**src/design/media_seq_pkg.sv**
```systemverilog
// media command sequencer constants: command codes, register offset, field layout
// assumes the command producer presents one decoded command per beat
package media_seq_pkg;
  localparam int CMD_W = 5;
  localparam logic [4:0] CMD_FLUSH = 5'h01;
  localparam logic [4:0] CMD_PIPE_SELECT = 5'h02;
  localparam logic [4:0] CMD_PARTITION = 5'h03;
  localparam logic [4:0] CMD_BASE_ADDR = 5'h04;
  localparam logic [4:0] CMD_STATE_PTRS = 5'h05;
  localparam logic [4:0] CMD_STREAMER_RB = 5'h06;
  localparam logic [4:0] CMD_PRELOAD = 5'h07;
  localparam logic [4:0] CMD_SYS_ROUTINE = 5'h08;
  localparam logic [4:0] CMD_VTX_ELEM = 5'h09;
  localparam logic [4:0] CMD_VTX_BUF = 5'h0a;
  localparam logic [4:0] CMD_CONST_BUF = 5'h0b;
  localparam logic [4:0] CMD_PRIMITIVE = 5'h0c;
  localparam logic [4:0] CMD_MEDIA_OBJ = 5'h0d;
  localparam logic [4:0] CMD_REG_WRITE = 5'h0e;
  localparam logic [31:0] VC_CTRL_OFFSET = 32'h00002124;
  localparam logic [31:0] VC_CTRL_RESET = 32'h00000000;
  localparam int VC_ENABLE_BIT = 15;
  localparam logic [31:0] VC_DISABLE_DATA = 32'h01000000;
  localparam logic [31:0] VC_ENABLE_DATA = 32'h10001000;
  localparam int STATE_SLOTS = 4;
  localparam logic [1:0] SLOT_BASE = 2'h0;
  localparam logic [1:0] SLOT_PTRS = 2'h1;
  localparam logic [1:0] SLOT_STREAMER = 2'h2;
  localparam logic [1:0] SLOT_ROUTINE = 2'h3;
  typedef enum logic [2:0] {
    ST_IDLE, ST_FLUSHED, ST_SELECTED, ST_FENCED, ST_CONFIG, ST_CONST, ST_PRIM
  } phase_e;
endpackage

```
**src/design/state_slot_if.sv**
```systemverilog
// carrier between the sequencer and its state slot store
// assumes one clock shared by both ends
interface state_slot_if;
  logic wrEn;
  logic [1:0] wrIdx;
  logic [31:0] wrData;
  logic [1:0] rdIdx;
  logic [31:0] rdData;
  modport store (input wrEn, input wrIdx, input wrData, input rdIdx, output rdData);
  modport user (output wrEn, output wrIdx, output wrData, output rdIdx, input rdData);
endinterface

```
**src/design/media_pipe_command_sequencer.sv**
```systemverilog
// media command sequencer: tracks the command stream order and latches state
// assumes cmdValid/cmdCode/cmdData come from logic on the same clock
//------------------------------------------------------------
// declarations
//------------------------------------------------------------
// Summary of operation
// - register write disables vertex cache path
// - register write re-enables vertex cache streaming
// - at most one partition fence per flush
// - repeated state command keeps last value; only base, pointers, streamer and routine payloads are stored
// - remaining state commands accepted any order
// - at most one constant buffer per flush
module media_pipe_command_sequencer (
  input wire logic clk,
  input wire logic srst,
  input wire logic cmdValid,
  input wire logic [4:0] cmdCode,
  input wire logic [31:0] cmdData,
  input wire logic [31:0] readSlotSel,
  output logic cmdAccept,
  output logic orderError,
  output logic undefinedError,
  output logic [31:0] vertexCacheCtrl,
  output logic vertexCacheStreaming,
  output logic objectLaunch,
  output logic [31:0] slotReadData,
  output logic [2:0] phaseOut
);
  media_seq_pkg::phase_e phase;
  media_seq_pkg::phase_e next_phase;
  logic fenceSeen;
  logic constSeen;
  logic ptrsSeen;
  logic stepOk;
  logic stateBad;
  logic regDataDue;
  logic regToVc;
  logic [31:0] slotData;
  state_slot_if slot ();

  state_slot_store store (
    .clk(clk),
    .srst(srst),
    .slot(slot)
  );

  //------------------------------------------------------------
  // command decode and ordering
  //------------------------------------------------------------
  wire isFlush = cmdValid && cmdCode == media_seq_pkg::CMD_FLUSH;
  wire isSelect = cmdValid && cmdCode == media_seq_pkg::CMD_PIPE_SELECT;
  wire isFence = cmdValid && cmdCode == media_seq_pkg::CMD_PARTITION;
  wire isBase = cmdValid && cmdCode == media_seq_pkg::CMD_BASE_ADDR;
  wire isConst = cmdValid && cmdCode == media_seq_pkg::CMD_CONST_BUF;
  wire isPrim = cmdValid && cmdCode == media_seq_pkg::CMD_PRIMITIVE;
  wire isObj = cmdValid && cmdCode == media_seq_pkg::CMD_MEDIA_OBJ;
  wire isRegWr = cmdValid && cmdCode == media_seq_pkg::CMD_REG_WRITE;
  wire regHit = isRegWr && slotData == media_seq_pkg::VC_CTRL_OFFSET;
  wire isOtherState = cmdValid && (cmdCode == media_seq_pkg::CMD_STATE_PTRS ||
    cmdCode == media_seq_pkg::CMD_STREAMER_RB || cmdCode == media_seq_pkg::CMD_PRELOAD ||
    cmdCode == media_seq_pkg::CMD_SYS_ROUTINE || cmdCode == media_seq_pkg::CMD_VTX_ELEM ||
    cmdCode == media_seq_pkg::CMD_VTX_BUF);
  wire inConfig = phase == media_seq_pkg::ST_CONFIG;
  wire configReady = inConfig && ptrsSeen;

  // the address beat of a register write names its target in the data word
  assign slotData = cmdData;

  // phase advance: a step may only move forward, flush restarts the walk
  always_comb begin
    next_phase = phase;
    stepOk = 1'b1;
    unique case (phase)
      media_seq_pkg::ST_IDLE: stepOk = isFlush || isBase || isFence || isRegWr ||
        !cmdValid;
      media_seq_pkg::ST_FLUSHED: stepOk = !(isConst || isPrim || isObj || isOtherState);
      media_seq_pkg::ST_SELECTED: stepOk = isFence || isBase || isSelect || !cmdValid;
      media_seq_pkg::ST_FENCED: stepOk = !(isSelect || isConst || isPrim || isObj ||
        isOtherState);
      media_seq_pkg::ST_CONFIG: stepOk = !(isSelect || isFence) &&
        ((!isConst && !isPrim && !isObj) || ptrsSeen);
      media_seq_pkg::ST_CONST: stepOk = isPrim || isObj || isFlush || !cmdValid;
      media_seq_pkg::ST_PRIM: stepOk = isPrim || isObj || isFlush || !cmdValid;
    endcase
    if (isFlush) begin
      next_phase = media_seq_pkg::ST_FLUSHED;
    end else if (stepOk) begin
      if (isSelect) next_phase = media_seq_pkg::ST_SELECTED;
      // a context set-up fence before the first flush leaves the walk idle
      else if (isFence && phase != media_seq_pkg::ST_IDLE)
        next_phase = media_seq_pkg::ST_FENCED;
      else if (isBase && phase != media_seq_pkg::ST_SELECTED &&
        phase != media_seq_pkg::ST_IDLE) next_phase = media_seq_pkg::ST_CONFIG;
      else if (isConst) next_phase = media_seq_pkg::ST_CONST;
      else if (isPrim || isObj) next_phase = media_seq_pkg::ST_PRIM;
    end
  end

  // base address only opens configuration; other state needs it first
  assign stateBad = isOtherState && !inConfig;
  wire fenceTwice = isFence && fenceSeen;
  wire constTwice = isConst && constSeen;

  //------------------------------------------------------------
  // state slot write
  //------------------------------------------------------------
  assign slot.wrEn = stepOk && (isBase || (inConfig && cmdValid && (
    cmdCode == media_seq_pkg::CMD_STATE_PTRS || cmdCode == media_seq_pkg::CMD_STREAMER_RB ||
    cmdCode == media_seq_pkg::CMD_SYS_ROUTINE)));
  assign slot.wrIdx = isBase ? media_seq_pkg::SLOT_BASE :
    cmdCode == media_seq_pkg::CMD_STATE_PTRS ? media_seq_pkg::SLOT_PTRS :
    cmdCode == media_seq_pkg::CMD_STREAMER_RB ? media_seq_pkg::SLOT_STREAMER :
    media_seq_pkg::SLOT_ROUTINE;
  assign slot.wrData = cmdData;
  assign slot.rdIdx = readSlotSel[1:0];

  //------------------------------------------------------------
  // sequence tracking registers
  //------------------------------------------------------------
  always_ff @(posedge clk) begin
    if (srst) begin
      phase <= media_seq_pkg::ST_IDLE;
      fenceSeen <= 1'b0;
      constSeen <= 1'b0;
      ptrsSeen <= 1'b0;
    end else begin
      phase <= next_phase;
      fenceSeen <= isFlush ? 1'b0 : (fenceSeen || isFence);
      constSeen <= isFlush ? 1'b0 : (constSeen || isConst);
      ptrsSeen <= isFlush ? 1'b0 :
        (ptrsSeen || (inConfig && cmdValid && cmdCode == media_seq_pkg::CMD_STATE_PTRS));
    end
  end

  // outputs all registered; errors are one-cycle pulses per offending command
  always_ff @(posedge clk) begin
    if (srst) begin
      cmdAccept <= 1'b0;
      orderError <= 1'b0;
      undefinedError <= 1'b0;
      objectLaunch <= 1'b0;
      slotReadData <= 32'h00000000;
      phaseOut <= 3'h0;
    end else begin
      cmdAccept <= cmdValid && stepOk && !stateBad;
      orderError <= cmdValid && (!stepOk || stateBad);
      undefinedError <= fenceTwice || constTwice;
      objectLaunch <= isObj && stepOk && (configReady || phase == media_seq_pkg::ST_CONST ||
        phase == media_seq_pkg::ST_PRIM);
      slotReadData <= slot.rdData;
      phaseOut <= 3'(phase);
    end
  end

  //------------------------------------------------------------
  // vertex cache control register
  //------------------------------------------------------------
  // a register write is two beats: the address word, then its data word
  wire regAddrBeat = isRegWr && !regDataDue;
  wire regDataBeat = isRegWr && regDataDue;
  wire vcDataBeat = regDataBeat && regToVc;
  wire vcEnableWord = cmdData == media_seq_pkg::VC_ENABLE_DATA;
  wire next_regDataDue = regAddrBeat || (regDataDue && !regDataBeat);
  wire next_regToVc = regAddrBeat ? regHit : regToVc;

  // the pair may straddle idle beats; a write to any other address is dropped
  always_ff @(posedge clk) begin
    if (srst) begin
      regDataDue <= 1'b0;
      regToVc <= 1'b0;
    end else begin
      regDataDue <= next_regDataDue;
      regToVc <= next_regToVc;
    end
  end

  // only the data word aimed at the control register moves streaming,
  // and it does so even when the sequencer refuses that register write as out of order
  always_ff @(posedge clk) begin
    if (srst) begin
      vertexCacheCtrl <= media_seq_pkg::VC_CTRL_RESET;
      vertexCacheStreaming <= 1'b0;
    end else if (vcDataBeat) begin
      vertexCacheCtrl <= cmdData;
      vertexCacheStreaming <= vcEnableWord;
    end
  end

  //------------------------------------------------------------
  // checks
  //------------------------------------------------------------
  flush_restart_a: assert property (@(posedge clk) disable iff (srst)
    isFlush |=> phase == media_seq_pkg::ST_FLUSHED) else $error("flush did not restart");
  order_flag_a: assert property (@(posedge clk) disable iff (srst)
    (cmdValid && !stepOk) |=> orderError && !cmdAccept) else $error("order fault missed");
  fence_twice_a: assert property (@(posedge clk) disable iff (srst)
    fenceTwice |=> undefinedError) else $error("second fence not flagged");
  const_twice_a: assert property (@(posedge clk) disable iff (srst)
    constTwice |=> undefinedError) else $error("second constant buffer not flagged");
  obj_launch_a: assert property (@(posedge clk) disable iff (srst)
    objectLaunch |-> $past(isObj)) else $error("launch without object");
  // cache control writes: streaming follows the word written, and the disable word lands in the register
  vc_enable_a: assert property (@(posedge clk) disable iff (srst)
    (vcDataBeat && cmdData == media_seq_pkg::VC_ENABLE_DATA) |=> vertexCacheStreaming)
    else $error("streaming not enabled");
  vc_disable_a: assert property (@(posedge clk) disable iff (srst)
    (vcDataBeat && cmdData == media_seq_pkg::VC_DISABLE_DATA) |=> !vertexCacheStreaming &&
    vertexCacheCtrl == media_seq_pkg::VC_DISABLE_DATA) else $error("streaming not disabled");
  // state outside configuration must be refused, never stored quietly
  state_refuse_a: assert property (@(posedge clk) disable iff (srst)
    stateBad |=> orderError && !cmdAccept) else $error("stray state command accepted");
endmodule

```
**src/design/state_slot_store.sv**
```systemverilog
// flip-flop store for repeatable state command payloads
// assumes synchronous active-high reset on the shared clock
module state_slot_store (
  input wire logic clk,
  input wire logic srst,
  state_slot_if.store slot
);
  logic [31:0] mem [media_seq_pkg::STATE_SLOTS];

  // later writes replace earlier ones, so the last command issued wins
  always_ff @(posedge clk) begin
    if (srst) begin
      for (int i = 0; i < media_seq_pkg::STATE_SLOTS; i++) begin
        mem[i] <= 32'h00000000;
      end
    end else if (slot.wrEn) begin
      mem[slot.wrIdx] <= slot.wrData;
    end
  end

  assign slot.rdData = mem[slot.rdIdx];
endmodule

```
**config.mk**
```make
export PLATFORM = sky130hd
export DESIGN_NAME = media_pipe_command_sequencer
export DESIGN_NICKNAME = d
export VERILOG_FILES = /design/src/design/media_seq_pkg.sv /design/src/design/state_slot_if.sv /design/src/design/media_pipe_command_sequencer.sv /design/src/design/state_slot_store.sv
export SDC_FILE = /design/constraint.sdc
export NUM_CORES = 1
export LEC_CHECK = 0
export ABC_AREA = 1
export BUFFER_PORTS_ARGS = -buffer_cell sky130_fd_sc_hd__buf_2
export CELL_PAD_IN_SITES_DETAIL_PLACEMENT = 1
export CELL_PAD_IN_SITES_GLOBAL_PLACEMENT = 1
export CORE_ASPECT_RATIO = 0.9
export CORE_MARGIN = 4
export CORE_UTILIZATION = 42
export CTS_CLUSTER_DIAMETER = 150
export DETAILED_ROUTE_END_ITERATION = 16
export PLACE_DENSITY_LB_ADDON = 0.1
export SYNTH_ARGS = -nofsm -noshare
export SYNTH_HDL_FRONTEND = slang
export SYNTH_HIERARCHICAL = 1
export SYNTH_SLANG_ARGS = --single-unit
```
**constraint.sdc**
```tcl
create_clock -name clk -period 5.46 [get_ports clk]
set_input_delay 0.819 -clock clk [delete_from_list [all_inputs] [get_ports clk]]
set_output_delay 0.819 -clock clk [all_outputs]
set_load 0.05 [all_outputs]
```
==> results of run 1 <==
-- placed cells by master, fill, tap and decap left out --
| cell | instances |
|---|---|
| buf_2 | 113 |
| o21bai_4 | 1 |
| clkinvlp_4 | 1 |
| clkbuf_1 | 9 |
| nand4_1 | 5 |
| nor3_1 | 36 |
| nand3_2 | 5 |
| nand2_1 | 207 |
| a21oi_2 | 2 |
| nor2_1 | 207 |
| inv_2 | 6 |
| ha_1 | 2 |
| edfxtp_1 | 128 |
| and3_1 | 1 |
| nor2_4 | 1 |
| or2_2 | 3 |
| dfxtp_1 | 80 |
| nor4_1 | 8 |
| o21ai_0 | 33 |
| buf_4 | 16 |
| clkbuf_8 | 4 |
| nor2_2 | 2 |
| nand2_4 | 1 |
| nand3_1 | 76 |
| diode_2 | 1 |
| a21oi_1 | 14 |
| clkinv_2 | 1 |
| clkbuf_16 | 24 |
| o21ai_1 | 1 |
| inv_1 | 224 |
| nand2_2 | 7 |
| o22ai_1 | 1 |
| o21ai_2 | 1 |
| clkinv_1 | 2 |
-- path summary, 6_finish.rpt --
| path | to | slack [ns] | cells after the start |
|---|---|---|---|
| worst max register to register | store/mem[3][3]$_DFFE_PP_ | 2.64 | 13 |
| worst max-delay path | store/mem[3][3]$_DFFE_PP_ | 2.40 | 14 |
| worst min-delay path | fenceSeen$_SDFF_PP0_ | 0.45 | 2 |
| worst min register to register | fenceSeen$_SDFF_PP0_ | 0.45 | 2 |
-- kinds of logic after synthesis --
group,count (synthesis),share of synthesized area
compound gates,53,0.0313
simple gates,559,0.256
fa+ha+maj,2,0.00272
flops,208,0.593
buf+inv,279,0.118
-- power breakdown --
group          total, W  internal [W]  switching, W
registers       0.00173       0.00171     0.0000135
clock network   0.00146      0.000859      0.000602
logic          0.000310     0.0000737      0.000236
total           0.00350       0.00265      0.000852
-- layout make-up --
type | count | area share
Sequential cell | 208 | 0.507
Inverter | 230 | 0.0804
Antenna cell | 1 | 0.000233
Clock inverter | 4 | 0.00186
Clock buffer | 37 | 0.0642
Tap cell | 291 | 0.0339
Timing Repair Buffer | 129 | 0.0639
Multi-Input combinational cell | 614 | 0.248
-- metal layers --
layer  routed length (microns)  track usage
met5                         0            0
met4                       616       0.0499
met1                     11200        0.276
met2                     12600        0.380
met3                      1340       0.0344
-- flip-flops by register name, summed over array words and instances (netlist names) --
name	flops
store/mem	128
slotReadData	32
vertexCacheCtrl	32
phaseOut	3
phase	3
cmdAccept	1
constSeen	1
fenceSeen	1
objectLaunch	1
orderError	1
ptrsSeen	1
regDataDue	1
regToVc	1
undefinedError	1
vertexCacheStreaming	1
-- worst max-delay path: cells and delay by family --
family                 cells  cell delay [ns]
AOI/OAI and AO/OA          1             0.08
buffers and inverters      4             0.78
and+or+nand+nor            9             1.51
-- through the flow --
stage               area [sq um]  setup WS, ns  std cells  hold slack, ns
floorplan                   9190         0.864       1101           0.426
global placement           10000          1.92       1472           0.444
detailed placement         10000          1.86       1472           0.446
CTS                        10700          2.38       1513           0.456
global route               10700          2.20       1514           0.479
finish                     10700          2.40       1514           0.449
==> impl_metrics.tcl, run 1 <==
set metrics [dict create \
    synthFlopType "edfxtp_1" \
    relSlewSlack 0.362 \
    first_iter_violations 381 \
    grtUsageTotal 0.214 \
    cts_inserted_buffers 23 \
    cts-root-buf "clkbuf_16" \
    synth-seq-area-share 0.593 \
    hp-class "flop to flop" \
    syn_inst 1101 \
    rsz0062_at_grt "false" \
    grt_max_degree 66 \
    fmax_mhz 327 \
    yosysTopAreaCellShare 0.418 \
    cpMaxStageDelayCell "buf_4" \
    clk_pin_slew_ns 0.06 \
    cp.arrival_ns 3.20 \
    drive_gt1_frac 0.154 \
    grt_antenna_before_repair 1 \
    die_area_sq_um 24300 \
    initial_core_util 0.426 \
    wl_per_cell_microns 17.0 \
    multi_input_area_sq_um 2670 \
    crit_fanout 26 \
    async_flop_share 0 \
    synth_most_common_cell "inv_1" \
    rows 51 \
    p_total_w 0.00350 \
    wl_microns 25700 \
    cts_tree "done" \
    synth_edf_count 128 \
    num_vias 7345 \
    viasPerCell 4.85 \
    synth_common_cells "inv_1, nand2_1, nor2_1" \
    cts_hold_buf 0 \
    postCtsSetupBuffers 0 \
    drc 0 \
    dr.pass1.iters 4 \
    yosysWarnings 6 \
    post_cts_resize_count 0 \
    max_slew.worst_pin.slew_ns 0.957 \
    die_h_microns 148 \
    worst_setup_path_start_kind "primary input" \
    fp.dieW_microns 164 \
    place.gp.congestion 0.804 \
    grt_pass1_vias 7522 \
    status "finished clean" \
    worstHoldStart "fenceSeen$_SDFF_PP0_" \
    syn_nets 1175 \
    critPathCaptureType "flop" \
    drv_cap 0 \
    hpwl_microns 16200 \
    slew_viol_final 0 \
    synth_area_sq_um 9190 \
    grt_pass1_wl_microns 40500 \
    fillCellCount 2640 \
    synth_area_leaders "edfxtp_1, dfxtp_1, inv_1" \
    leakagePower_nw 5.20 \
    cts.htree.levels 1 \
    port_buffers 113 \
    hold_viol 0 \
    power_density_nw_per_um2 326 \
    required_ns 5.60 \
    peakVddDrop_mv 0.192 \
    fin_nets 1280 \
    setup_tns_ns 0 \
    ctsLongestPathBuffers 3 \
    synth.largest_area_cell "edfxtp_1" \
    fin_crit_ns 3.06 \
    fin_skew_ns 0.00785 \
    cp_cell_sequence "buf_2, inv_2, nor2_1, nand3_1, nand3_1, nand2_1, nand2_1, o21bai_4, nand2_4, inv_1, nor2_1, nand3_1, nand2_1, buf_4" \
    post-route-util 0.498 \
    ff_latch_area_sq_um 5450 \
    critPathKind "primary input to flop" \
    fin_crit_sh 0.560 \
    cts_sinks 208 \
    core_area_sq_um 21600 \
    max_stage_delay_ns 0.50 \
    io_pins 144 \
    timing.rr.start "phase[1]$_SDFFE_PP0P_" \
    synth-seq-cells 208 \
    setup_viol 0 \
    area.growth.synth_to_final_pct 16.9 \
    critPathLaunch "cmdCode[1]" \
    antenna_left 0 \
    yosysUniqueCellTypes 26 \
    postSynthAreaPerCell_sq_um 8.34 \
    overflow 0 \
    clkLatencyLatePin_ns 0.50 \
]
Power figures use the tool's default switching activity.
==> inputs of run 2 (changes only) <==
==> constraint.sdc (replaced) <==
create_clock -name clk -period 3.03 [get_ports clk]
set_input_delay 0.4545 -clock clk [delete_from_list [all_inputs] [get_ports clk]]
set_output_delay 0.4545 -clock clk [all_outputs]
set_load 0.05 [all_outputs]
==> impl_metrics.tcl, run 2 (same netlist as run 1, synthesis figures left out) <==
set metrics [dict create \
    peakVddDrop_mv 0.299 \
    insertedDiodeCount 0 \
    clk_pin_slew_ns 0.06 \
    grt_max_degree 65 \
    relSlewSlack 0.486 \
    cts-root-buf "clkbuf_16" \
    pwr-share-seq 0.475 \
    fmax_mhz 395 \
    grt_pass1_wl_microns 41000 \
    grtUsageTotal 0.217 \
    required_ns 3.23 \
    largestRegisters "store/mem: 128 flops, slotReadData: 32 flops, vertexCacheCtrl: 32 flops" \
    cpMaxStageDelayCell "dfxtp_1" \
    fin_skew_ns 0.00865 \
    die_area_sq_um 24300 \
    postCtsSetupBuffers 0 \
    dr.pass1.iters 5 \
    cp_cell_sequence "inv_1, nand2_2, nand2_1, nor2_1, nand2_1, nand2_1, o21bai_4, nand2_4, inv_1, nor2_1, inv_2, nor2_2, nand3_2, nand2_1, buf_12" \
    post_cts_resize_count 0 \
    cts_hold_buf 0 \
    fillCellCount 2648 \
    num_vias 7403 \
    critPathKind "flop to flop" \
    final_cell_mix "inv_1, nand2_1, nor2_1" \
    switchingPower_w 0.00156 \
    hold_viol 0 \
    ctsLongestPathBuffers 3 \
    regMostFlops "store/mem" \
    slew_viol_final 0 \
    cts_sinks 208 \
    hpwl_microns 16400 \
    leakagePower_nw 5.32 \
    swShare 0.238 \
    cts_tree "done" \
    initial_core_util 0.426 \
    p_total_w 0.00656 \
    internal-power_w 0.00500 \
    rsz0062_at_grt "false" \
    cts.htree.levels 1 \
    critPathLaunch "phase[1]$_SDFFE_PP0P_" \
    worst_slack_ns 0.500 \
    max_slew.worst_pin.slew_ns 0.771 \
    fin_crit_ns 2.53 \
    port_buffers 113 \
    die_h_microns 148 \
    max_stage_delay_ns 0.41 \
    p_comb_frac 0.087 \
    io_pins 144 \
    wl_met1_microns 11200 \
    grt_pass1_vias 7651 \
    power.share.clock 0.439 \
    fp.dieW_microns 164 \
    core_area_sq_um 21600 \
    antenna_left 0 \
    grt_antenna_before_repair 0 \
    hp-class "primary input to flop" \
    drv_cap 0 \
    cp.arrival_ns 2.73 \
    path_delay_family "simple AND/OR/NAND/NOR gates" \
    wl_per_cell_microns 17.0 \
    critPathCaptureType "flop" \
    place.gp.congestion 0.826 \
    timing.rr.start "phase[1]$_SDFFE_PP0P_" \
    largest_reg_flops 128 \
    status "finished clean" \
    fin_nets 1290 \
    fin_crit_sh 0.835 \
    final_common_cell "inv_1" \
    setup_tns_ns 0 \
    viasPerCell 4.85 \
    crit_top_cell "nand2_1" \
    worstHoldStart "cmdData[4]" \
    rows 51 \
    setup_viol 0 \
    dr.max_layer_used "met4" \
    overflow 0 \
    crit_buf_inv 4 \
    drc 0 \
    clkLatencyLatePin_ns 0.51 \
    cts_inserted_buffers 24 \
    crit_fanout 24 \
    place_ws_ns 0.303 \
    wl_microns 25900 \
    wl_met2_microns 13000 \
    worst_setup_path_start_kind "flop" \
    drive_gt1_frac 0.163 \
    area.growth.synth_to_final_pct 19.2 \
    wl_met3_microns 1190 \
    power_density_nw_per_um2 599 \
    first_iter_violations 313 \
]
==> run 2: power groups by stage <==
stage	Sequential (W)	Clock, W	Combinational (W)
after floorplan	0.00328	0	0.000260
after global placement	0.00317	0	0.000565
after detailed placement	0.00317	0	0.000574
after CTS	0.00311	0.00295	0.000578
after global routing	0.00312	0.00308	0.000631
final	0.00311	0.00288	0.000570
==> run 2: final timing paths <==
| check | depth (start not counted) | to | slack, ns |
|---|---|---|---|
| max | 15 | store/mem[1][6]$_SDFFCE_PN0P_ | 0.50 |
| min | 3 | vertexCacheCtrl[4]$_SDFFE_PP0P_ | 0.22 |
| max reg2reg | 15 | store/mem[1][6]$_SDFFCE_PN0P_ | 0.50 |
| min reg2reg | 2 | fenceSeen$_SDFF_PP0_ | 0.45 |
==> run 2: layout make-up <==
cell class                 count  area, sq um  area share
multi-input combinational    614         2660       0.243
timing repair buffer         138          816      0.0745
tap                          291          364      0.0333
clock buffer                  40          752      0.0687
clock inverter                 4         43.8     0.00400
inverter                     230          863      0.0789
sequential                   208         5450       0.497
==> run 2: metal layers <==
metal  up-vias  track usage
met5         -            0
met4         0       0.0478
met3        37       0.0330
met2       150        0.395
met1      3596        0.272
li1       3620            -
==> run 2: per-stage QoR <==
| step | util | cell area [sq um] | instances | hold WS (ns) |
|---|---|---|---|---|
| 2_1_floorplan | - | 9190 | 1101 | 0.426 |
| 3_3_place_gp | 0.471 | 10200 | 1481 | 0.440 |
| 3_5_place_dp | 0.471 | 10200 | 1481 | 0.443 |
| 4_1_cts | 0.508 | 10900 | 1525 | 0.202 |
| 5_1_grt | 0.508 | 10900 | 1525 | 0.218 |
| 6_report | 0.508 | 10900 | 1525 | 0.221 |
==> run 2: worst register-to-register path, cell delays in order, from the launching register on <==
cell and delay (ns):
dfxtp_1 0.41, inv_1 0.11, nand2_2 0.13, nand2_1 0.09
nor2_1 0.14, nand2_1 0.07, nand2_1 0.10, o21bai_4 0.09
nand2_4 0.10, inv_1 0.06, nor2_1 0.21, inv_2 0.08
nor2_2 0.13, nand3_2 0.09, nand2_1 0.17, buf_12 0.22
